--- src/hw/port_mux_pkg.sv ---
// constants for the port pin function multiplexer
package port_mux_pkg;
    localparam int DATA_W = 8;
    localparam int ADDR_W = 5;
    localparam int TEST_SEL_W = 4;
    localparam int CHAN_W = 5;

    // register offsets
    localparam logic [4:0] ADDR_LATCH_A = 5'h00;
    localparam logic [4:0] ADDR_LATCH_B = 5'h01;
    localparam logic [4:0] ADDR_DIR_A = 5'h02;
    localparam logic [4:0] ADDR_DIR_B = 5'h03;
    localparam logic [4:0] ADDR_ANSEL_A = 5'h04;
    localparam logic [4:0] ADDR_ANSEL_B = 5'h05;
    localparam logic [4:0] ADDR_PULL_A = 5'h06;
    localparam logic [4:0] ADDR_PULL_B = 5'h07;
    localparam logic [4:0] ADDR_CHANGE_EN_A = 5'h08;
    localparam logic [4:0] ADDR_CHANGE_EN_B = 5'h09;
    localparam logic [4:0] ADDR_TEST_BUF = 5'h0a;
    localparam logic [4:0] ADDR_CONV_CTRL0 = 5'h0b;
    localparam logic [4:0] ADDR_MODE_CTRL = 5'h0c;
    localparam logic [4:0] ADDR_PERIPH_CTRL = 5'h0d;
    localparam logic [4:0] ADDR_PINS_A = 5'h0e;
    localparam logic [4:0] ADDR_PINS_B = 5'h0f;
    localparam logic [4:0] ADDR_CHANGE_ST_A = 5'h10;
    localparam logic [4:0] ADDR_CHANGE_ST_B = 5'h11;

    // reset values
    localparam logic [7:0] DIR_RESET = 8'hff;
    localparam logic [7:0] ANSEL_A_RESET = 8'h0f;
    localparam logic [7:0] ANSEL_B_RESET = 8'h36;
    localparam logic [7:0] ZERO_RESET = 8'h00;

    // pin capability masks
    localparam logic [7:0] ANALOG_A_MASK = 8'h0f;
    localparam logic [7:0] ANALOG_B_LARGE_MASK = 8'h36;
    localparam logic [7:0] ANALOG_B_SMALL_MASK = 8'h06;
    localparam logic [7:0] PULL_A_MASK = 8'h23;
    localparam logic [7:0] CSRC_A_MASK = 8'h0c;
    localparam logic [7:0] PULL_B_MASK = 8'hfe;
    localparam logic [7:0] OPEN_DRAIN_A_MASK = 8'h90;
    localparam logic [7:0] OPEN_DRAIN_B_MASK = 8'h01;
    localparam logic [7:0] INPUT_ONLY_A_MASK = 8'h20;

    // field positions
    localparam int TEST_ENABLE_BIT = 7;
    localparam int TEST_SEL_LSB = 0;
    localparam int CHAN_SEL_LSB = 2;
    localparam int CFG_LSB = 0;
    localparam int T0_CLK_SRC_BIT = 0;
    localparam int EXT_INT_EN_BIT = 1;
    localparam int I2C_EN_BIT = 3;
    localparam int MASTER_CLEAR_INPUT_EN_BIT = 4;
    localparam int CAPTURE_EN_BIT = 5;

    // system configuration select codes
    localparam logic [2:0] CFG_STANDALONE = 3'h0;
    localparam logic [2:0] CFG_MULTI_OUT_MASTER = 3'h1;
    localparam logic [2:0] CFG_MULTI_OUT_SLAVE = 3'h2;
    localparam logic [2:0] CFG_MULTI_PHASE_MASTER = 3'h3;
    localparam logic [2:0] CFG_MULTI_PHASE_SLAVE = 3'h4;

    // pin indices with fixed roles
    localparam int PIN_TEST = 0;
    localparam int PIN_SYNC = 1;
    localparam int PIN_T0_INT = 2;
    localparam int PIN_GATE1 = 3;
    localparam int PIN_ALERT = 4;
    localparam int PIN_MASTER_CLEAR_INPUT = 5;
    localparam int PIN_A6 = 6;
    localparam int PIN_SCL = 7;
    localparam int PIN_SDA = 0;
    localparam int PIN_SHARE = 1;
    localparam int PIN_GATE2 = 2;
    localparam int PIN_SWCLK = 3;
    localparam int PIN_B4 = 4;
    localparam int PIN_B5 = 5;
    localparam int PIN_B6 = 6;
endpackage

--- src/hw/port_change_detect.sv ---
// change detector: flags any level change on enabled pins
`timescale 1ns/100ps
`default_nettype none
module port_change_detect (
    input wire logic clk_in,
    input wire logic resetn_in,
    input wire logic [15:0] level_in,
    input wire logic [15:0] enable_in,
    output logic [15:0] change_out
);
    typedef struct packed {
        logic [15:0] prev;
        logic primed;
    } detect_state_t;

    detect_state_t s_q;
    detect_state_t s_d;

    always_comb begin
        s_d = s_q;
        s_d.prev = level_in;
        s_d.primed = 1'b1;
    end

    always_ff @(posedge clk_in) begin
        if (!resetn_in) begin
            s_q <= '0;
        end else begin
            s_q <= s_d;
        end
    end

    // no event on the first sample after reset
    assign change_out = (level_in ^ s_q.prev) & enable_in & {16{s_q.primed}};
endmodule
`default_nettype wire

--- src/hw/port_pin_function_mux.sv ---
// pin function multiplexer for general purpose ports a and b
`timescale 1ns/100ps
`default_nettype none
module port_pin_function_mux (
    input wire logic clk_in,
    input wire logic resetn_in,
    input wire logic [port_mux_pkg::ADDR_W-1:0] addr_in,
    input wire logic [port_mux_pkg::DATA_W-1:0] wdata_in,
    input wire logic wr_in,
    input wire logic rd_in,
    output logic [port_mux_pkg::DATA_W-1:0] rdata_out,
    output logic irq_out,
    input wire logic variant_large_in,
    input wire logic [7:0] pad_a_in,
    output logic [7:0] pad_a_out,
    output logic [7:0] pad_a_oe_out,
    input wire logic [7:0] pad_b_in,
    output logic [7:0] pad_b_out,
    output logic [7:0] pad_b_oe_out,
    output logic [7:0] pullup_a_out,
    output logic [7:0] pullup_b_out,
    output logic [7:0] current_source_a_out,
    output logic [7:0] schmitt_a_out,
    output logic [7:0] schmitt_b_out,
    output logic [7:0] converter_channel_en_out,
    output logic test_out_enable_out,
    output logic [port_mux_pkg::CHAN_W-1:0] analog_test_select_out,
    input wire logic [15:0] digital_test_in,
    input wire logic switching_sync_line_in,
    output logic switching_sync_line_out,
    input wire logic switching_clock_in,
    output logic switching_clock_out,
    output logic shared_current_drive_out,
    output logic shared_current_sense_out,
    output logic timer0_external_clock_out,
    output logic external_interrupt_out,
    output logic timer1_gate_in1_out,
    output logic timer1_gate_in2_out,
    output logic capture_compare_in1_out,
    output logic capture_compare_in2_out,
    input wire logic i2c_scl_pull_low_in,
    input wire logic i2c_sda_pull_low_in,
    output logic i2c_scl_out,
    output logic i2c_sda_out,
    output logic master_clear_active_out,
    input wire logic program_mode_in,
    input wire logic program_data_drive_in,
    input wire logic program_data_oe_in,
    output logic program_data_line_out,
    output logic program_clock_line_out
);
    import port_mux_pkg::*;

    typedef struct packed {
        logic [7:0] lat_a;
        logic [7:0] lat_b;
        logic [7:0] port_a_direction;
        logic [7:0] port_b_direction;
        logic [7:0] ans_a;
        logic [7:0] ans_b;
        logic [7:0] pull_a;
        logic [7:0] pull_b;
        logic [7:0] chg_en_a;
        logic [7:0] chg_en_b;
        logic [7:0] test_buffer_control;
        logic [7:0] converter_control0;
        logic [2:0] system_config_select;
        logic [7:0] periph;
        logic [7:0] chg_st_a;
        logic [7:0] chg_st_b;
        logic [7:0] rdata;
    } mux_state_t;

    mux_state_t s_q;
    mux_state_t s_d;

    ////////////////////////////////////////////////////////////////////////
    // decoded configuration

    logic multi_master;
    logic multi_slave;
    logic multi_any;
    logic phase_master;
    logic phase_slave;
    logic analog_test_enable;
    logic i2c_enable;
    logic master_clear_enable;
    logic capture_enable;
    logic timer0_clock_source_select;
    logic external_interrupt_enable;
    logic [7:0] analog_b_mask;
    logic [7:0] analog_a;
    logic [7:0] analog_b;
    logic [7:0] pins_a;
    logic [7:0] pins_b;
    logic [15:0] change_enable;
    logic [15:0] change_event;
    logic [TEST_SEL_W-1:0] test_sel;

    always_comb begin
        multi_master = (s_q.system_config_select == CFG_MULTI_OUT_MASTER) ||
            (s_q.system_config_select == CFG_MULTI_PHASE_MASTER);
        multi_slave = (s_q.system_config_select == CFG_MULTI_OUT_SLAVE) ||
            (s_q.system_config_select == CFG_MULTI_PHASE_SLAVE);
        multi_any = multi_master || multi_slave;
        phase_master = s_q.system_config_select == CFG_MULTI_PHASE_MASTER;
        phase_slave = s_q.system_config_select == CFG_MULTI_PHASE_SLAVE;
    end

    assign analog_test_enable = s_q.test_buffer_control[TEST_ENABLE_BIT];
    assign test_sel = s_q.test_buffer_control[TEST_SEL_LSB +: TEST_SEL_W];
    assign i2c_enable = s_q.periph[I2C_EN_BIT];
    assign master_clear_enable = s_q.periph[MASTER_CLEAR_INPUT_EN_BIT];
    assign capture_enable = s_q.periph[CAPTURE_EN_BIT] & variant_large_in;
    assign timer0_clock_source_select = s_q.periph[T0_CLK_SRC_BIT];
    assign external_interrupt_enable = s_q.periph[EXT_INT_EN_BIT];
    assign analog_b_mask = variant_large_in ? ANALOG_B_LARGE_MASK :
        ANALOG_B_SMALL_MASK;

    // analog routing needs input direction and analog select
    assign analog_a = s_q.port_a_direction & s_q.ans_a & ANALOG_A_MASK;
    assign analog_b = s_q.port_b_direction & s_q.ans_b & analog_b_mask;
    assign converter_channel_en_out = {analog_b[5:4], analog_b[2:1],
        analog_a[3:0]};

    // digital input buffers read low while pin is analog
    assign pins_a = pad_a_in & ~analog_a;
    assign pins_b = pad_b_in & ~analog_b;

    ////////////////////////////////////////////////////////////////////////
    // pin function overrides

    logic [7:0] ovr_a;
    logic [7:0] ovr_a_oe;
    logic [7:0] ovr_a_val;
    logic [7:0] ovr_b;
    logic [7:0] ovr_b_oe;
    logic [7:0] ovr_b_val;

    always_comb begin
        ovr_a = 8'h00;
        ovr_a_oe = 8'h00;
        ovr_a_val = 8'h00;
        ovr_b = 8'h00;
        ovr_b_oe = 8'h00;
        ovr_b_val = 8'h00;
        if (analog_test_enable) begin
            ovr_a[PIN_TEST] = 1'b1;
            ovr_a_oe[PIN_TEST] = 1'b1;
            ovr_a_val[PIN_TEST] = digital_test_in[test_sel];
        end
        if (multi_any) begin
            ovr_a[PIN_SYNC] = 1'b1;
            ovr_a_oe[PIN_SYNC] = multi_master;
            ovr_a_val[PIN_SYNC] = switching_sync_line_in;
            ovr_b[PIN_SWCLK] = 1'b1;
            ovr_b_oe[PIN_SWCLK] = multi_master;
            ovr_b_val[PIN_SWCLK] = switching_clock_in;
        end
        if (phase_master || phase_slave) begin
            // analog signal: digital driver stays off
            ovr_b[PIN_SHARE] = 1'b1;
        end
        if (i2c_enable) begin
            ovr_a[PIN_SCL] = 1'b1;
            ovr_a_oe[PIN_SCL] = i2c_scl_pull_low_in;
            ovr_b[PIN_SDA] = 1'b1;
            ovr_b_oe[PIN_SDA] = i2c_sda_pull_low_in;
        end
        if (capture_enable) begin
            ovr_a[PIN_A6] = 1'b1;
            ovr_b[PIN_B6] = 1'b1;
        end
        if (program_mode_in && !variant_large_in) begin
            ovr_a[PIN_A6] = 1'b1;
            ovr_a_oe[PIN_A6] = program_data_oe_in;
            ovr_a_val[PIN_A6] = program_data_drive_in;
            ovr_a[PIN_SCL] = 1'b1;
            ovr_a_oe[PIN_SCL] = 1'b0;
        end
        if (program_mode_in && variant_large_in) begin
            ovr_b[PIN_B4] = 1'b1;
            ovr_b_oe[PIN_B4] = program_data_oe_in;
            ovr_b_val[PIN_B4] = program_data_drive_in;
            ovr_b[PIN_B5] = 1'b1;
        end
    end

    ////////////////////////////////////////////////////////////////////////
    // per-pin driver: function override, else general purpose

    genvar gi;
    generate
        for (gi = 0; gi < 8; gi++) begin : g_pin
            logic gp_a_oe;
            logic gp_b_oe;
            // open drain pins only ever pull low
            assign gp_a_oe = OPEN_DRAIN_A_MASK[gi] ?
                (~s_q.port_a_direction[gi] & ~s_q.lat_a[gi]) :
                ~s_q.port_a_direction[gi];
            assign gp_b_oe = OPEN_DRAIN_B_MASK[gi] ?
                (~s_q.port_b_direction[gi] & ~s_q.lat_b[gi]) :
                ~s_q.port_b_direction[gi];
            assign pad_a_oe_out[gi] = INPUT_ONLY_A_MASK[gi] ? 1'b0 :
                (ovr_a[gi] ? ovr_a_oe[gi] : gp_a_oe);
            assign pad_a_out[gi] = OPEN_DRAIN_A_MASK[gi] ? 1'b0 :
                (ovr_a[gi] ? ovr_a_val[gi] : s_q.lat_a[gi]);
            assign pad_b_oe_out[gi] = ovr_b[gi] ? ovr_b_oe[gi] : gp_b_oe;
            assign pad_b_out[gi] = OPEN_DRAIN_B_MASK[gi] ? 1'b0 :
                (ovr_b[gi] ? ovr_b_val[gi] : s_q.lat_b[gi]);
        end
    endgenerate

    ////////////////////////////////////////////////////////////////////////
    // pulls, buffer types, peripheral inputs

    always_comb begin
        pullup_a_out = s_q.pull_a & PULL_A_MASK;
        if (master_clear_enable) begin
            pullup_a_out[PIN_MASTER_CLEAR_INPUT] = 1'b1;
        end
        current_source_a_out = s_q.pull_a & CSRC_A_MASK;
        schmitt_a_out = 8'h00;
        schmitt_a_out[PIN_T0_INT] = timer0_clock_source_select |
            external_interrupt_enable;
        schmitt_a_out[PIN_GATE1] = 1'b1;
        schmitt_a_out[PIN_MASTER_CLEAR_INPUT] = master_clear_enable;
        schmitt_a_out[PIN_A6] = 1'b1;
        schmitt_a_out[PIN_SCL] = 1'b1;
        schmitt_b_out = 8'h00;
        schmitt_b_out[PIN_SDA] = i2c_enable;
        schmitt_b_out[PIN_GATE2] = 1'b1;
        schmitt_b_out[PIN_B4] = program_mode_in & variant_large_in;
        schmitt_b_out[PIN_B5] = program_mode_in & variant_large_in;
        schmitt_b_out[PIN_B6] = capture_enable;
    end

    // pull-up of the open drain pins is never offered
    assign pullup_b_out = s_q.pull_b & PULL_B_MASK;

    assign test_out_enable_out = analog_test_enable;
    assign analog_test_select_out =
        s_q.converter_control0[CHAN_SEL_LSB +: CHAN_W];
    assign switching_sync_line_out = multi_slave & pad_a_in[PIN_SYNC];
    assign switching_clock_out = multi_slave & pad_b_in[PIN_SWCLK];
    assign shared_current_drive_out = phase_master;
    assign shared_current_sense_out = phase_slave;
    assign timer0_external_clock_out = timer0_clock_source_select &
        pins_a[PIN_T0_INT];
    assign external_interrupt_out = external_interrupt_enable &
        pins_a[PIN_T0_INT];
    assign timer1_gate_in1_out = pins_a[PIN_GATE1];
    assign timer1_gate_in2_out = pins_b[PIN_GATE2];
    assign capture_compare_in1_out = capture_enable & pad_a_in[PIN_A6];
    assign capture_compare_in2_out = capture_enable & pad_b_in[PIN_B6];
    // idle high when not claimed
    assign i2c_scl_out = i2c_enable ? pad_a_in[PIN_SCL] : 1'b1;
    assign i2c_sda_out = i2c_enable ? pad_b_in[PIN_SDA] : 1'b1;
    assign master_clear_active_out = master_clear_enable &
        ~pad_a_in[PIN_MASTER_CLEAR_INPUT];
    assign program_data_line_out = program_mode_in &
        (variant_large_in ? pad_b_in[PIN_B4] : pad_a_in[PIN_A6]);
    assign program_clock_line_out = program_mode_in &
        (variant_large_in ? pad_b_in[PIN_B5] : pad_a_in[PIN_SCL]);

    ////////////////////////////////////////////////////////////////////////
    // change interrupt

    always_comb begin
        change_enable = {s_q.chg_en_b, s_q.chg_en_a} & ~{analog_b, analog_a};
        if (master_clear_enable) begin
            change_enable[PIN_MASTER_CLEAR_INPUT] = 1'b0;
        end
    end

    port_change_detect u_change (
        .clk_in(clk_in),
        .resetn_in(resetn_in),
        .level_in({pad_b_in, pad_a_in}),
        .enable_in(change_enable),
        .change_out(change_event)
    );

    assign irq_out = |({s_q.chg_st_b, s_q.chg_st_a} &
        {s_q.chg_en_b, s_q.chg_en_a});

    ////////////////////////////////////////////////////////////////////////
    // register file

    always_comb begin
        s_d = s_q;
        if (wr_in) begin
            case (addr_in)
                ADDR_LATCH_A: s_d.lat_a = wdata_in;
                ADDR_LATCH_B: s_d.lat_b = wdata_in;
                ADDR_DIR_A: s_d.port_a_direction = wdata_in;
                ADDR_DIR_B: s_d.port_b_direction = wdata_in;
                ADDR_ANSEL_A: s_d.ans_a = wdata_in;
                ADDR_ANSEL_B: s_d.ans_b = wdata_in;
                ADDR_PULL_A: s_d.pull_a = wdata_in;
                ADDR_PULL_B: s_d.pull_b = wdata_in;
                ADDR_CHANGE_EN_A: s_d.chg_en_a = wdata_in;
                ADDR_CHANGE_EN_B: s_d.chg_en_b = wdata_in;
                ADDR_TEST_BUF: s_d.test_buffer_control = wdata_in;
                ADDR_CONV_CTRL0: s_d.converter_control0 = wdata_in;
                ADDR_MODE_CTRL: s_d.system_config_select =
                    wdata_in[CFG_LSB +: 3];
                ADDR_PERIPH_CTRL: s_d.periph = wdata_in;
                ADDR_CHANGE_ST_A: s_d.chg_st_a = s_q.chg_st_a & ~wdata_in;
                ADDR_CHANGE_ST_B: s_d.chg_st_b = s_q.chg_st_b & ~wdata_in;
                default: s_d = s_q;
            endcase
        end
        // a new change wins over a clear in the same cycle
        s_d.chg_st_a = s_d.chg_st_a | change_event[7:0];
        s_d.chg_st_b = s_d.chg_st_b | change_event[15:8];
        s_d.rdata = 8'h00;
        if (rd_in) begin
            case (addr_in)
                ADDR_LATCH_A: s_d.rdata = s_q.lat_a;
                ADDR_LATCH_B: s_d.rdata = s_q.lat_b;
                ADDR_DIR_A: s_d.rdata = s_q.port_a_direction;
                ADDR_DIR_B: s_d.rdata = s_q.port_b_direction;
                ADDR_ANSEL_A: s_d.rdata = s_q.ans_a;
                ADDR_ANSEL_B: s_d.rdata = s_q.ans_b;
                ADDR_PULL_A: s_d.rdata = s_q.pull_a;
                ADDR_PULL_B: s_d.rdata = s_q.pull_b;
                ADDR_CHANGE_EN_A: s_d.rdata = s_q.chg_en_a;
                ADDR_CHANGE_EN_B: s_d.rdata = s_q.chg_en_b;
                ADDR_TEST_BUF: s_d.rdata = s_q.test_buffer_control;
                ADDR_CONV_CTRL0: s_d.rdata = s_q.converter_control0;
                ADDR_MODE_CTRL: s_d.rdata = {5'h00, s_q.system_config_select};
                ADDR_PERIPH_CTRL: s_d.rdata = s_q.periph;
                ADDR_PINS_A: s_d.rdata = pins_a;
                ADDR_PINS_B: s_d.rdata = pins_b;
                ADDR_CHANGE_ST_A: s_d.rdata = s_q.chg_st_a;
                ADDR_CHANGE_ST_B: s_d.rdata = s_q.chg_st_b;
                default: s_d.rdata = 8'h00;
            endcase
        end
    end

    always_ff @(posedge clk_in) begin
        if (!resetn_in) begin
            s_q <= '0;
            s_q.port_a_direction <= DIR_RESET;
            s_q.port_b_direction <= DIR_RESET;
            s_q.ans_a <= ANSEL_A_RESET;
            s_q.ans_b <= ANSEL_B_RESET;
            s_q.system_config_select <= CFG_STANDALONE;
        end else begin
            s_q <= s_d;
        end
    end

    assign rdata_out = s_q.rdata;
endmodule
`default_nettype wire

--- config.mk ---
export PLATFORM = sky130hd
export DESIGN_NAME = port_pin_function_mux
export DESIGN_NICKNAME = d
export VERILOG_FILES = /design/src/hw/port_mux_pkg.sv /design/src/hw/port_change_detect.sv /design/src/hw/port_pin_function_mux.sv
export SDC_FILE = /design/constraint.sdc
export NUM_CORES = 1
export LEC_CHECK = 0
export BUFFER_PORTS_ARGS = -buffer_cell sky130_fd_sc_hd__buf_2
export CAP_MARGIN = 20
export CORE_AREA = 2 2 166 103
export DETAILED_ROUTE_END_ITERATION = 7
export DIE_AREA = 0 0 168 105
export PLACE_DENSITY_LB_ADDON = 0.15
export SLEW_MARGIN = 30
export SYNTH_ARGS = -nofsm -noshare
export SYNTH_HDL_FRONTEND = slang
export SYNTH_SLANG_ARGS = --single-unit
--- constraint.sdc ---
create_clock -name clk_in -period 1.77 [get_ports clk_in]
set_input_delay 0.2655 -clock clk_in [delete_from_list [all_inputs] [get_ports clk_in]]
set_output_delay 0.2655 -clock clk_in [all_outputs]
set_load 0.03 [all_outputs]
# --- Word-level counts from Yosys, hierarchy flattened ---
# Cells that the tools add are included.
op_classes:
  addsub: 0
  reduce_logical: 24
  n_div: 0
  n_mul: 0
  bitwise_logic: 52
  n_eq_ne: 21
  n_lt_le_gt_ge: 1
  n_mux: 49
  shift: 0
op_table:
  columns: ["op", "count"]
  rows:
  - ["case mux 8 bit (18 select lines)", 1]
  - ["bitwise AND 16 bit", 4]
  - ["bitwise AND 8 bit", 5]
  - ["equality test 5 x 4 -> 1 bit (second input constant)", 8]
  - ["two-way mux 1 bit", 40]
  - ["AND reduction 2 bit", 15]
  - ["two-way mux 24 bit", 1]
  - ["equality test 5 x 3 -> 1 bit (second input constant)", 4]
  - ["NOT 1 bit", 19]
  - ["two-way mux 8 bit", 2]
  - ["NOT 16 bit", 1]
  - ["NOT 8 bit", 2]
  - ["bitwise OR 8 bit", 2]
  - ["OR reduction 16 bit", 1]
  - ["bitwise XOR 16 bit", 1]
  - ["bitwise AND 1 bit", 14]
  - ["equality test 5 x 2 -> 1 bit (second input constant)", 2]
  - ["equality test 5 bit (second input constant)", 2]
  - ["bitwise AND 8 x 6 -> 8 bit", 1]
  - ["NOT 4 -> 8 bit", 1]
  - ["equality test 3 x 2 -> 1 bit (second input constant)", 2]
  - ["two-way mux 2 bit", 3]
  - ["two-way mux 6 bit", 1]
  - ["equality test 5 x 1 -> 1 bit (second input constant)", 1]
  - ["other kinds (10)", 14]
totals:
  n_memories: 0
  out_inout_bits: 110
  inputBits: 57
  mem_bits_rw: 0
  latch_bits: 0
  register_bits: 148
  romBits: 0

# --- Longest topological paths before layout ---
# Gate-level depths: netlist (run 1).
logic_depth:
  word_depth: 8
  mapped_depth: 7
  mapped_depth_nobuf: 5

# --- Cells and area by module ---
# From an unflattened synthesis (run 1), not the netlist that was laid out.
hier_totals:
  cells_unflattened: 940
  area_unflattened_um2: 8051.5
modules_own_cells:
  columns: ["module", "area_each_um2", "instances", "cells_each"]
  rows:
  - ["port_pin_function_mux", 7340.8, 1, 873]
  - ["port_change_detect", 710.7, 1, 67]

# --- Least setup slack after synthesis (run 1) ---
# OpenSTA, ideal clock, no wires.
synth_timing:
  path_type: "reg2out"
  startpoint: "register s_q[43] in the netlist's numbering"
  endpoint: "output pad_a_out[0]"
  stages_incl_launch_ff: 7
  arrival_ns: 1.715
  path_slack_ns: -0.210
  t_required_ns: 1.505
  cell_sequence: "dfxtp_1 clkbuf_1 mux4_2 mux2i_1 nor2_1 mux2i_1 o21ai_0"
synth_between:
  elab_chain_len: 4
synth_rtl:
  columns: ["item", "line_no", "text"]
  rows:
  - ["from (decl)", "port_pin_function_mux.sv:74", "mux_state_t s_q;"]
  - ["binary-select mux 1 bit (select 4 bit)", "port_pin_function_mux.sv:150", "ovr_a_val[PIN_TEST] = digital_test_in[test_sel];"]
  - ["two-way mux 1 bit (implied by the code)", "port_pin_function_mux.sv:150", null]
  - ["two-way mux 1 bit", "port_pin_function_mux.sv:147", "if (analog_test_enable) begin"]
  - ["two-way mux 1 bit", "port_pin_function_mux.sv:207", "(ovr_a[gi] ? ovr_a_val[gi] : s_q.lat_a[gi]);"]
  - ["to (decl)", "port_pin_function_mux.sv:15", "output logic [7:0] pad_a_out,"]
# No other way between the ends. The select of a mux whose other input is x is not followed.

# --- Worst setup path after layout (run 1) ---
# Ends and elaborated chain as after synthesis.

==> impl_metrics.env, run 1 <==
export IMPL_gp_congestion=0.986
export IMPL_die_area_um2=17600
export IMPL_layout_min_cycle_time_ns=2.13
export IMPL_yosys_warnings=0
export IMPL_cp_data_required_time_ns=1.50
export IMPL_placedCellCount=1303
export IMPL_ys_types=62
export IMPL_globalRouteTotalUtil_pct=36.3
export IMPL_crit_start="s_q[43]"
export IMPL_grt_pass1_vias=7082
export IMPL_fp_row_count=36
export IMPL_die_y_um=105
export IMPL_drcViolationCount=0
export IMPL_finalHoldViolCount=0
export IMPL_first_pass_iters=5
export IMPL_hold_end="u_change.s_q[4]"
export IMPL_wl_per_cell_um=24.1
export IMPL_synth_edf_count=0
export IMPL_synthTopCellsByCount="nand2_1 (160), dfxtp_1 (148), nand3_1 (105), a21boi_0 (76), buf_4 (67)"
export IMPL_status="complete, but fails checks"
export IMPL_nets=1174
export IMPL_synth_most_common_cell="nand2_1"
export IMPL_synth_ff_type="dfxtp_1"
export IMPL_ctsRootBufferMaster="clkbuf_16"
export IMPL_drt_iter0_markers=1067
export IMPL_path_max_fanout=4
export IMPL_critPathCaptureType="output port"
export IMPL_syn_area_per_cell_um2=8.33
export IMPL_cts_max_level=4
export IMPL_fin_tns_setup_ns=-0.570
export IMPL_ios=167
export IMPL_worstHoldStart="pad_a_in[3]"
export IMPL_path_clk_slew_ns=0.07
export IMPL_io_buffer_count=140
export IMPL_leakage_uw=0.00413
export IMPL_slew_violations=0
export IMPL_synthArstFlopShare_pct=0
export IMPL_finalInstanceArea_um2=10100
export IMPL_wl_mm=32.3
export IMPL_vias_per_cell=5.95
export IMPL_drive_above_1_share_pct=31.1
export IMPL_dpl_cell_area_um2=9160
export IMPL_stdcell_count=1339
export IMPL_yosysTopAreaCellShare_pct=37.3
export IMPL_coreArea_um2=16000
export IMPL_seq_area_frac_synth_pct=37.3
export IMPL_areaGrowthSynthToFinish_pct=26.7
export IMPL_cap_violations=0
export IMPL_grt_pass1_wl_mm=46.7
export IMPL_grt_ovfl_total=0
export IMPL_cp_start_kind="register"
export IMPL_worst_slew_pin_slew_ns=0.690
export IMPL_rr_worst_depth=4
export IMPL_synthCells=955
export IMPL_nFillCells=1437
export IMPL_place_ws_ns=-0.381
export IMPL_grt_setup_unrepaired="yes"
export IMPL_fin_skew_ns=0.00828
export IMPL_crit_type="register to output port"
export IMPL_slew_headroom_pct=54.0
export IMPL_power_density_nw_per_um2=827
export IMPL_syn_area_um2=7950
export IMPL_max_freq_ghz=0.469
export IMPL_fin_util_pct=63.0
export IMPL_ctsHoldBuffers=0
export IMPL_violations="negative setup slack"
export IMPL_start_util_pct=49.7
export IMPL_r2r_start="s_q[56]"
export IMPL_dp_hpwl_mm=24.3
export IMPL_clock_sinks=148
export IMPL_cts_buffer_depth=2
export IMPL_ff2ff_setup_slack_ns=0.08
export IMPL_hp_class="input pin to register"
export IMPL_fin_ws_ns=-0.361
export IMPL_synth_area_top_cells="dfxtp_1 (37%), nand2_1 (7.6%), a21boi_0 (7.2%), nand3_1 (6.6%), buf_4 (6.3%)"
export IMPL_cts_made_buffers=17
export IMPL_setup_viol_count_final=7
export IMPL_crit_arrival_ns=1.87
export IMPL_route_vias_total=7968
export IMPL_yosysTopAreaCell="dfxtp_1"
export IMPL_grt_max_degree=56
export IMPL_cts_tree="yes"
export IMPL_synth_seq_cells=148
export IMPL_dieWidth_um=168
export IMPL_clk_latency_ns=0.43
export IMPL_r2r_end="rdata_out[5]"
export IMPL_grt_antenna_before_repair=0
export IMPL_ant_nets=0
export IMPL_hold_depth=2
export IMPL_period_share_pct=120
export IMPL_ir_drop_v=0.000692
-- cell type report --
cell class | count | area, um^2 | share of cell area (%)
inverters | 11 | 41.3 | 0.410
multi-input cells | 688 | 4410 | 43.7
flip-flops and latches | 148 | 3000 | 29.8
repair buffers | 251 | 1730 | 17.2
clock buffers | 19 | 443 | 4.39
diodes | 1 | 2.50 | 0.0248
clock inverters | 12 | 194 | 1.92
well taps | 209 | 262 | 2.59
-- repair_timing --
item                       in CTS  in global routing
pin swaps                       9                  9
resized for setup              53                 23
setup endpoints to repair      16                 18
buffers inserted                3                  2
-- flip-flops by register name, indices dropped and copies added (netlist names) --
register	count
external_interrupt_enable	1
schmitt_b_out	1
test_out_enable_out	1
s_q	98
pad_a_out	3
schmitt_a_out	1
pullup_b_out	7
analog_test_select_out	5
pad_b_out	2
current_source_a_out	2
rdata_out	8
pullup_a_out	2
u_change.s_q	17
-- power by group --
group	leakage [uW]	internal [uW]	switching [uW]
clock	0.000308	2430	1580
sequential	0.00121	3360	48.2
combinational	0.00262	320	596
-- cell usage in the layout, fill, tap and decap left out, types with 4 or more instances in the layout --
cell type | synthesis | final
nor2b_1 | 29 | 26
dfxtp_1 | 148 | 132
a22o_1 | 12 | 12
bufinv_16 | 0 | 4
buf_12 | 0 | 10
a21boi_1 | 4 | 4
o22ai_1 | 5 | 4
a31oi_1 | 9 | 9
buf_4 | 67 | 99
a21oi_1 | 11 | 10
dfxtp_4 | 0 | 7
nor3b_1 | 8 | 7
nor2_1 | 31 | 25
nor2_4 | 0 | 4
a22oi_1 | 12 | 12
and2_1 | 27 | 24
nand2b_1 | 9 | 9
a221oi_1 | 15 | 11
a21boi_0 | 76 | 76
nand2_1 | 160 | 159
buf_2 | 22 | 130
o211ai_1 | 4 | 4
buf_6 | 3 | 12
mux2_2 | 6 | 4
inv_1 | 11 | 11
a221oi_2 | 1 | 5
and3_1 | 12 | 12
o21ai_0 | 5 | 4
a32oi_1 | 11 | 11
mux2i_1 | 34 | 34
xor2_1 | 14 | 14
mux4_2 | 4 | 4
conb_1 | 2 | 26
nor2_2 | 3 | 5
nand4_1 | 7 | 7
nand3_1 | 105 | 105
dfxtp_2 | 0 | 9
clkbuf_16 | 0 | 17
-- per-stage QoR --
| stage | total power (uW) | hold WS (ns) |
|---|---|---|
| after floorplan | 4050 | 0.293 |
| after global placement | 4370 | 0.454 |
| after detailed placement | 4370 | 0.459 |
| after CTS | 8320 | 0.0576 |
| after global routing | 8530 | 0.0718 |
| final | 8340 | 0.0650 |
-- worst max-delay path: stages, from the launching register on --
cell and delay, ns:
dfxtp_4 0.37, mux4_2 0.50, mux2i_1 0.14, nor2_1 0.06, mux2i_1 0.12, o21ai_1 0.08
buf_4 0.17
-- kinds of logic after synthesis --
| family | share of synthesized area (%) |
|---|---|
| simple gates | 26.6 |
| flops | 37.3 |
| other cells | 0.0944 |
| mux | 6.26 |
| xor+xnor | 1.98 |
| compound gates | 17.2 |
| buf+inv | 10.5 |
-- metal layers --
metal  vias to the layer above  track usage (%)  routed length, um
met1                      3844             55.1              14900
met3                        40             10.9               4020
met2                       497             49.1              12900
li1                       3587                -                  -
met4                         0             9.01                468
met5                         -                0                  0
-- worst max path at each step --
stage and endpoint:
2_1_floorplan pad_a_out[0], 3_3_place_gp rdata_out[5], 3_5_place_dp rdata_out[5], 4_1_cts pad_a_out[0], 5_1_grt pad_a_out[0], 6_report pad_a_out[0]
(Power assumes the default switching activity.)
==> inputs of run 2 (changes only) <==
CORE_AREA = 2 2 188 116   (was 2 2 166 103)
DIE_AREA = 0 0 190 118   (was 0 0 168 105)
clock period = 2 ns   (was 1.77 ns; I/O delays follow)
==> run 2 against run 1 <==
  * The run still ends with negative setup slack left
  * Via count shrank 1.7%
  * Critical path type unchanged
  * Power fell by 14%
  * Final cell count rose by 4.1%
  * Die area is 27% higher
  * Flip-flop and latch count did not move
  * Routed wire length increased by 3.1%
  * Worst hold slack gained 0.038 ns
  * Count of clock-buffer cells in the layout increased by 1
  * Non-clock buffer count is 14 lower
  * Largest power group unchanged
  * Register-to-register slack improved by 0.11 ns
  * Global-route usage fell by 6.4 points
  * Critical path depth unchanged
==> impl_metrics.env, run 2 (synthesis gave the netlist of run 1 again) <==
export IMPL_status="complete, but fails checks"
export IMPL_violations="negative setup slack"
export IMPL_cts_max_level=4
export IMPL_path_max_fanout=4
export IMPL_final_common_cell="nand2_1"
export IMPL_wl_per_cell_um=23.9
export IMPL_fin_ws_ns=-0.179
export IMPL_crit_start="s_q[43]"
export IMPL_antenna_cells=0
export IMPL_grt_antenna_before_repair=0
export IMPL_switchingPower_uw=1920
export IMPL_slew_headroom_pct=48.6
export IMPL_route_vias_total=7834
export IMPL_ant_nets=0
export IMPL_globalRouteTotalUtil_pct=29.9
export IMPL_dp_hpwl_mm=24.7
export IMPL_worstHoldStart="pad_a_in[3]"
export IMPL_grt_setup_unrepaired="yes"
export IMPL_path_clk_slew_ns=0.06
export IMPL_drcViolationCount=0
export IMPL_worst_slew_pin_slew_ns=0.770
export IMPL_postCtsSetupBuffers=0
export IMPL_stdcell_count=1394
export IMPL_finalInstanceArea_um2=9780
export IMPL_clock_power_share_pct=47.0
export IMPL_cts_buffer_depth=2
export IMPL_setup_viol_count_final=1
export IMPL_leakage_uw=0.00399
export IMPL_nFillCells=2084
export IMPL_crit_type="register to output port"
export IMPL_cap_violations=0
export IMPL_max_freq_ghz=0.459
export IMPL_nets=1160
export IMPL_slew_violations=0
export IMPL_hp_class="input pin to register"
export IMPL_layout_min_cycle_time_ns=2.18
export IMPL_drt_iter0_markers=798
export IMPL_placedCellCount=1363
export IMPL_die_area_um2=22400
export IMPL_critPathCaptureType="output port"
export IMPL_seqCellArea_um2=2980
export IMPL_cts_tree="yes"
export IMPL_clock_sinks=148
export IMPL_coreArea_um2=20700
export IMPL_layout_common_cells="nand2_1 (160), dfxtp_1 (140), buf_2 (137)"
export IMPL_grt_pass1_vias=7124
export IMPL_p_int_uw=5280
export IMPL_vias_per_cell=5.62
export IMPL_switching_share_pct=26.7
export IMPL_dpl_cell_area_um2=9130
export IMPL_ir_drop_v=0.000597
export IMPL_grt_pass1_wl_mm=48.5
export IMPL_fin_skew_ns=0.00890
export IMPL_ctsHoldBuffers=0
export IMPL_fin_tns_setup_ns=-0.179
export IMPL_gp_congestion=1.02
export IMPL_areaGrowthSynthToFinish_pct=23.0
export IMPL_io_buffer_count=140
export IMPL_largest_reg_flops=98
export IMPL_finalHoldViolCount=0
export IMPL_drive_above_1_share_pct=27.8
export IMPL_largest_register="s_q"
export IMPL_period_share_pct=109
export IMPL_cts_made_buffers=17
export IMPL_grt_ovfl_total=0
export IMPL_cp_data_required_time_ns=1.70
export IMPL_grt_max_degree=86
export IMPL_ctsRootBufferMaster="clkbuf_16"
export IMPL_r2r_start="s_q[56]"
export IMPL_clk_latency_ns=0.44
export IMPL_fp_row_count=41
export IMPL_die_y_um=118
export IMPL_comb_power_share_pct=10.9
export IMPL_start_util_pct=38.5
export IMPL_pwr_share_seq_pct=42.1
export IMPL_crit_arrival_ns=1.88
export IMPL_power_density_nw_per_um2=736
export IMPL_first_pass_iters=6
export IMPL_ios=167
export IMPL_cp_start_kind="register"
export IMPL_multi_input_area_um2=4280
export IMPL_dieWidth_um=190
export IMPL_wl_mm=33.3
==> run 2: changes by cell type in the layout (fill, tap and decap cells not counted), sizes merged <==
cell	delta
buf	-14
bufinv	-1
clkbuf	+1
clkinv	+3
diode	-1
inv	-3
==> run 2: what timing repair did <==
item / CTS / global route
endpoints found under the setup margin: 4 / 5
endpoints found under the hold margin: 0 / 0
gates resized for setup: 7 / 10
==> run 2: path summary, 6_finish.rpt <==
path	endpoint	slack [ns]	depth (start not counted)
max	pad_a_out[0]	-0.18	6
max reg2reg	rdata_out[5]	0.19	4
min reg2reg	s_q[82]	0.47	2
min	u_change.s_q[4]	0.10	2
==> run 2: cell type report <==
| type | instances | area share, % |
|---|---|---|
| Tap cell | 279 | 3.57 |
| Inverter | 11 | 0.422 |
| Clock inverter | 11 | 1.55 |
| Clock buffer | 20 | 4.67 |
| Timing Repair Buffer | 237 | 15.6 |
| Sequential cell | 148 | 30.4 |
| Multi-Input combinational cell | 688 | 43.8 |
==> run 2: critical path: stages (launching register included) <==
cell     delay (ns)
dfxtp_4        0.37
mux4_2         0.49
mux2i_1        0.16
nor2_1         0.06
mux2i_1        0.13
o21ai_1        0.08
buf_4          0.17
==> run 2: per-stage QoR <==
| stage | setup WS [ns] | utilization [%] | hold WS [ns] | total power [uW] |
|---|---|---|---|---|
| 6_report | -0.179 | 47.3 | 0.103 | 7200 |
| 5_1_grt | -0.298 | 47.3 | 0.106 | 7400 |
| 4_1_cts | -0.219 | 47.2 | 0.0916 | 7210 |
| 3_5_place_dp | -0.243 | 44.1 | 0.459 | 3860 |
| 3_3_place_gp | -0.617 | 44.1 | 0.454 | 3870 |
| 2_1_floorplan | 0.0534 | - | 0.328 | 3580 |
==> run 2: power by group through the flow <==
| stage | clock [uW] | sequential [uW] | combinational [uW] |
|---|---|---|---|
| after floorplan | 0 | 3070 | 508 |
| after global placement | 0 | 3090 | 773 |
| after detailed placement | 0 | 3090 | 769 |
| after CTS | 3410 | 3030 | 773 |
| after global routing | 3540 | 3030 | 830 |
| final | 3380 | 3030 | 784 |
==> run 2: routing by layer <==
metal,GRT usage (%),vias to the layer above,routed length [um]
met2,40.0,381,13300
met5,0,-,0
met1,45.3,3831,16000
met4,8.72,0,713
met3,8.56,50,3270
li1,-,3572,-
==> inputs of run 3 (changes only) <==
BUFFER_PORTS_ARGS = default   (was -buffer_cell sky130_fd_sc_hd__buf_2)
CELL_PAD_IN_SITES_DETAIL_PLACEMENT = 1   (was default)
CELL_PAD_IN_SITES_GLOBAL_PLACEMENT = 2   (was default)
CORE_AREA = 2 2 193 119   (was 2 2 188 116)
DIE_AREA = 0 0 195 121   (was 0 0 190 118)
DONT_BUFFER_PORTS = 1   (was default)
==> run 3 against run 2 <==
  * Sequential power barely moved
  * Via count is 2.7% lower
  * Non-clock buffer count shrank 130
  * The run still ends with negative setup slack left
  * Die area rose by 5.2%
  * Clock skew is essentially flat
  * Highest routed layer unchanged
  * Final cell count is 8.8% lower
  * Flip-flop and latch count unchanged
  * Worst setup slack improved by 0.048 ns
  * Routed wire length is 19% higher
  * First-iteration DRC count is 0.63% lower
  * Maximum frequency grew 2.2%
==> impl_metrics.env, run 3 (synthesis gave the netlist of run 1 again) <==
export IMPL_violations="negative setup slack"
export IMPL_final_common_cell="nand2_1"
export IMPL_grt_pass1_wl_mm=56.1
export IMPL_wl_per_cell_um=31.3
export IMPL_ios=167
export IMPL_r2r_start="s_q[107]"
export IMPL_largest_reg_flops=98
export IMPL_start_util_pct=36.6
export IMPL_p_int_uw=5070
export IMPL_cp_endpoint="pad_a_out[0]"
export IMPL_critPathCaptureType="output port"
export IMPL_areaGrowthSynthToFinish_pct=15.2
export IMPL_rr_worst_depth=4
export IMPL_leakage_uw=0.00336
export IMPL_layout_min_cycle_time_ns=2.13
export IMPL_first_pass_iters=6
export IMPL_cts_buffer_depth=2
export IMPL_hold_slack_ns=0.00875
export IMPL_clk_latency_ns=0.45
export IMPL_die_area_um2=23600
export IMPL_crit_chain="mux4_2 > mux2i_1 > nor2_1 > mux2i_1 > o21ai_2"
export IMPL_ir_drop_v=0.000592
export IMPL_path_max_fanout=3
export IMPL_grt_antenna_before_repair=1
export IMPL_largest_register="s_q"
export IMPL_max_freq_ghz=0.469
export IMPL_worst_path_most_repeated_cell="mux2i_1"
export IMPL_pwr_share_seq_pct=43.4
export IMPL_setup_viol_count_final=1
export IMPL_path_clk_slew_ns=0.07
export IMPL_grt_max_degree=83
export IMPL_dieWidth_um=195
export IMPL_io_buffer_count=0
export IMPL_fp_row_count=42
export IMPL_ff2ff_setup_slack_ns=0.13
export IMPL_hp_class="input pin to register"
export IMPL_vias_per_cell=5.99
export IMPL_fin_util_pct=42.1
export IMPL_crit_start="s_q[43]"
export IMPL_power_uw=6990
export IMPL_crit_type="register to output port"
export IMPL_cp_data_required_time_ns=1.70
export IMPL_finalHoldViolCount=0
export IMPL_grt_setup_unrepaired="yes"
export IMPL_drive_above_1_share_pct=15.8
export IMPL_cts_tree="yes"
export IMPL_postCtsSetupBuffers=0
export IMPL_layout_common_cells="nand2_1 (160), dfxtp_1 (137), nand3_1 (105)"
export IMPL_switching_share_pct=27.4
export IMPL_drcViolationCount=0
export IMPL_dp_hpwl_mm=27.7
export IMPL_route_vias_total=7623
export IMPL_fin_ws_ns=-0.132
export IMPL_ctsRootBufferMaster="clkbuf_16"
export IMPL_comb_power_share_pct=8.4
export IMPL_r2r_end="rdata_out[0]"
export IMPL_nFillCells=2575
export IMPL_gp_congestion=0.970
export IMPL_fin_skew_ns=0.00900
export IMPL_wl_mm=39.8
export IMPL_cpPeakStageDelay_ns=0.49
export IMPL_status="complete, but fails checks"
export IMPL_clock_sinks=148
export IMPL_cp_top_family="multiplexers"
export IMPL_crit_arrival_ns=1.83
export IMPL_seqCellArea_um2=2980
export IMPL_cp_depth=5
export IMPL_cp_slowest_cell="mux4_2"
export IMPL_cp_start_kind="register"
export IMPL_ant_nets=0
export IMPL_globalRouteTotalUtil_pct=33.9
export IMPL_coreArea_um2=21800
export IMPL_switchingPower_uw=1920
export IMPL_slew_violations=0
export IMPL_period_share_pct=107
export IMPL_slew_headroom_pct=53.4
export IMPL_power_density_nw_per_um2=763
export IMPL_multi_input_area_um2=4270
export IMPL_cts_made_buffers=17
export IMPL_grt_ovfl_total=0
export IMPL_antenna_cells=0
export IMPL_path_buf_inv=0
export IMPL_nets=1030
export IMPL_worst_slew_pin_slew_ns=0.697
export IMPL_grt_pass1_vias=7482
export IMPL_drt_iter0_markers=793
export IMPL_cap_violations=0
export IMPL_cts_max_level=4
export IMPL_clock_power_share_pct=48.2
export IMPL_die_y_um=121
==> run 3: changes by cell type in the layout (fill, tap and decap cells not counted), moves of 2 or more <==
cell / change
inv_8: +3
buf_4: -18
dfxtp_2: +3
dfxtp_1: -3
dlygate4sd3_1: +29
clkbuf_8: -2
buf_2: -137
buf_12: -5
==> run 3: cell type report <==
type | count | share of cell area [%]
clock inverter | 15 | 1.87
multi-input combinational | 688 | 46.6
sequential | 148 | 32.5
tap | 286 | 3.90
clock buffer | 17 | 4.64
timing repair buffer | 107 | 10.0
inverter | 11 | 0.451
==> run 3: power groups by stage <==
stage	combinational, uW	sequential [uW]	clock, uW
after floorplan	508	3070	0
after global placement	473	3100	0
after detailed placement	480	3100	0
after CTS	578	3030	3410
after global routing	617	3040	3540
final	589	3040	3370
==> run 3: how the worst min path moves through the flow <==
stage | start | to | slack, ns | cells after the start
final | wdata_in[7] | s_q[42] | 0.009 | 2
after CTS | resetn_in | s_q[53] | 0.00005 | 1
after floorplan | resetn_in | u_change.s_q[0] | 0.33 | 0
after global placement | resetn_in | u_change.s_q[0] | 0.35 | 0
after detailed placement | resetn_in | u_change.s_q[0] | 0.34 | 0
after global routing | resetn_in | s_q[19] | 0.005 | 1
==> run 3: layer usage <==
metal | global-route usage (%) | share of wire, % | vias to the layer above
met5 | 0 | 0 | -
met4 | 7.59 | 1.5 | 0
met3 | 9.67 | 9.9 | 40
met2 | 49.1 | 42 | 336
met1 | 49.4 | 47 | 3938
li1 | - | - | 3309
==> run 3: worst reg2reg max path, cell delays in order (launching register included) <==
cell and delay (ns):
dfxtp_1 0.50, nand2_1 0.17, a31o_2 0.26, a221oi_1 0.47, a31oi_1 0.28
==> run 3: through the flow <==
| stage | setup WS, ns | instances | TNS (ns) | cell area, um^2 |
|---|---|---|---|---|
| 4_1_cts | -0.161 | 1271 | -0.161 | 9150 |
| 5_1_grt | -0.223 | 1272 | -0.223 | 9170 |
| 3_3_place_gp | -0.0603 | 1210 | -0.0603 | 8220 |
| 6_report | -0.132 | 1272 | -0.132 | 9170 |
| 2_1_floorplan | 0.0534 | 979 | 0 | 8040 |
| 3_5_place_dp | -0.0654 | 1210 | -0.0654 | 8220 |
==> run 3: what timing repair did <==
item	in CTS	in global routing
pin swaps	0	1
endpoints found under the hold margin	63	1
cloned	0	0
endpoints found under the setup margin	4	5
gates resized for setup	10	6
hold buffers	29	1
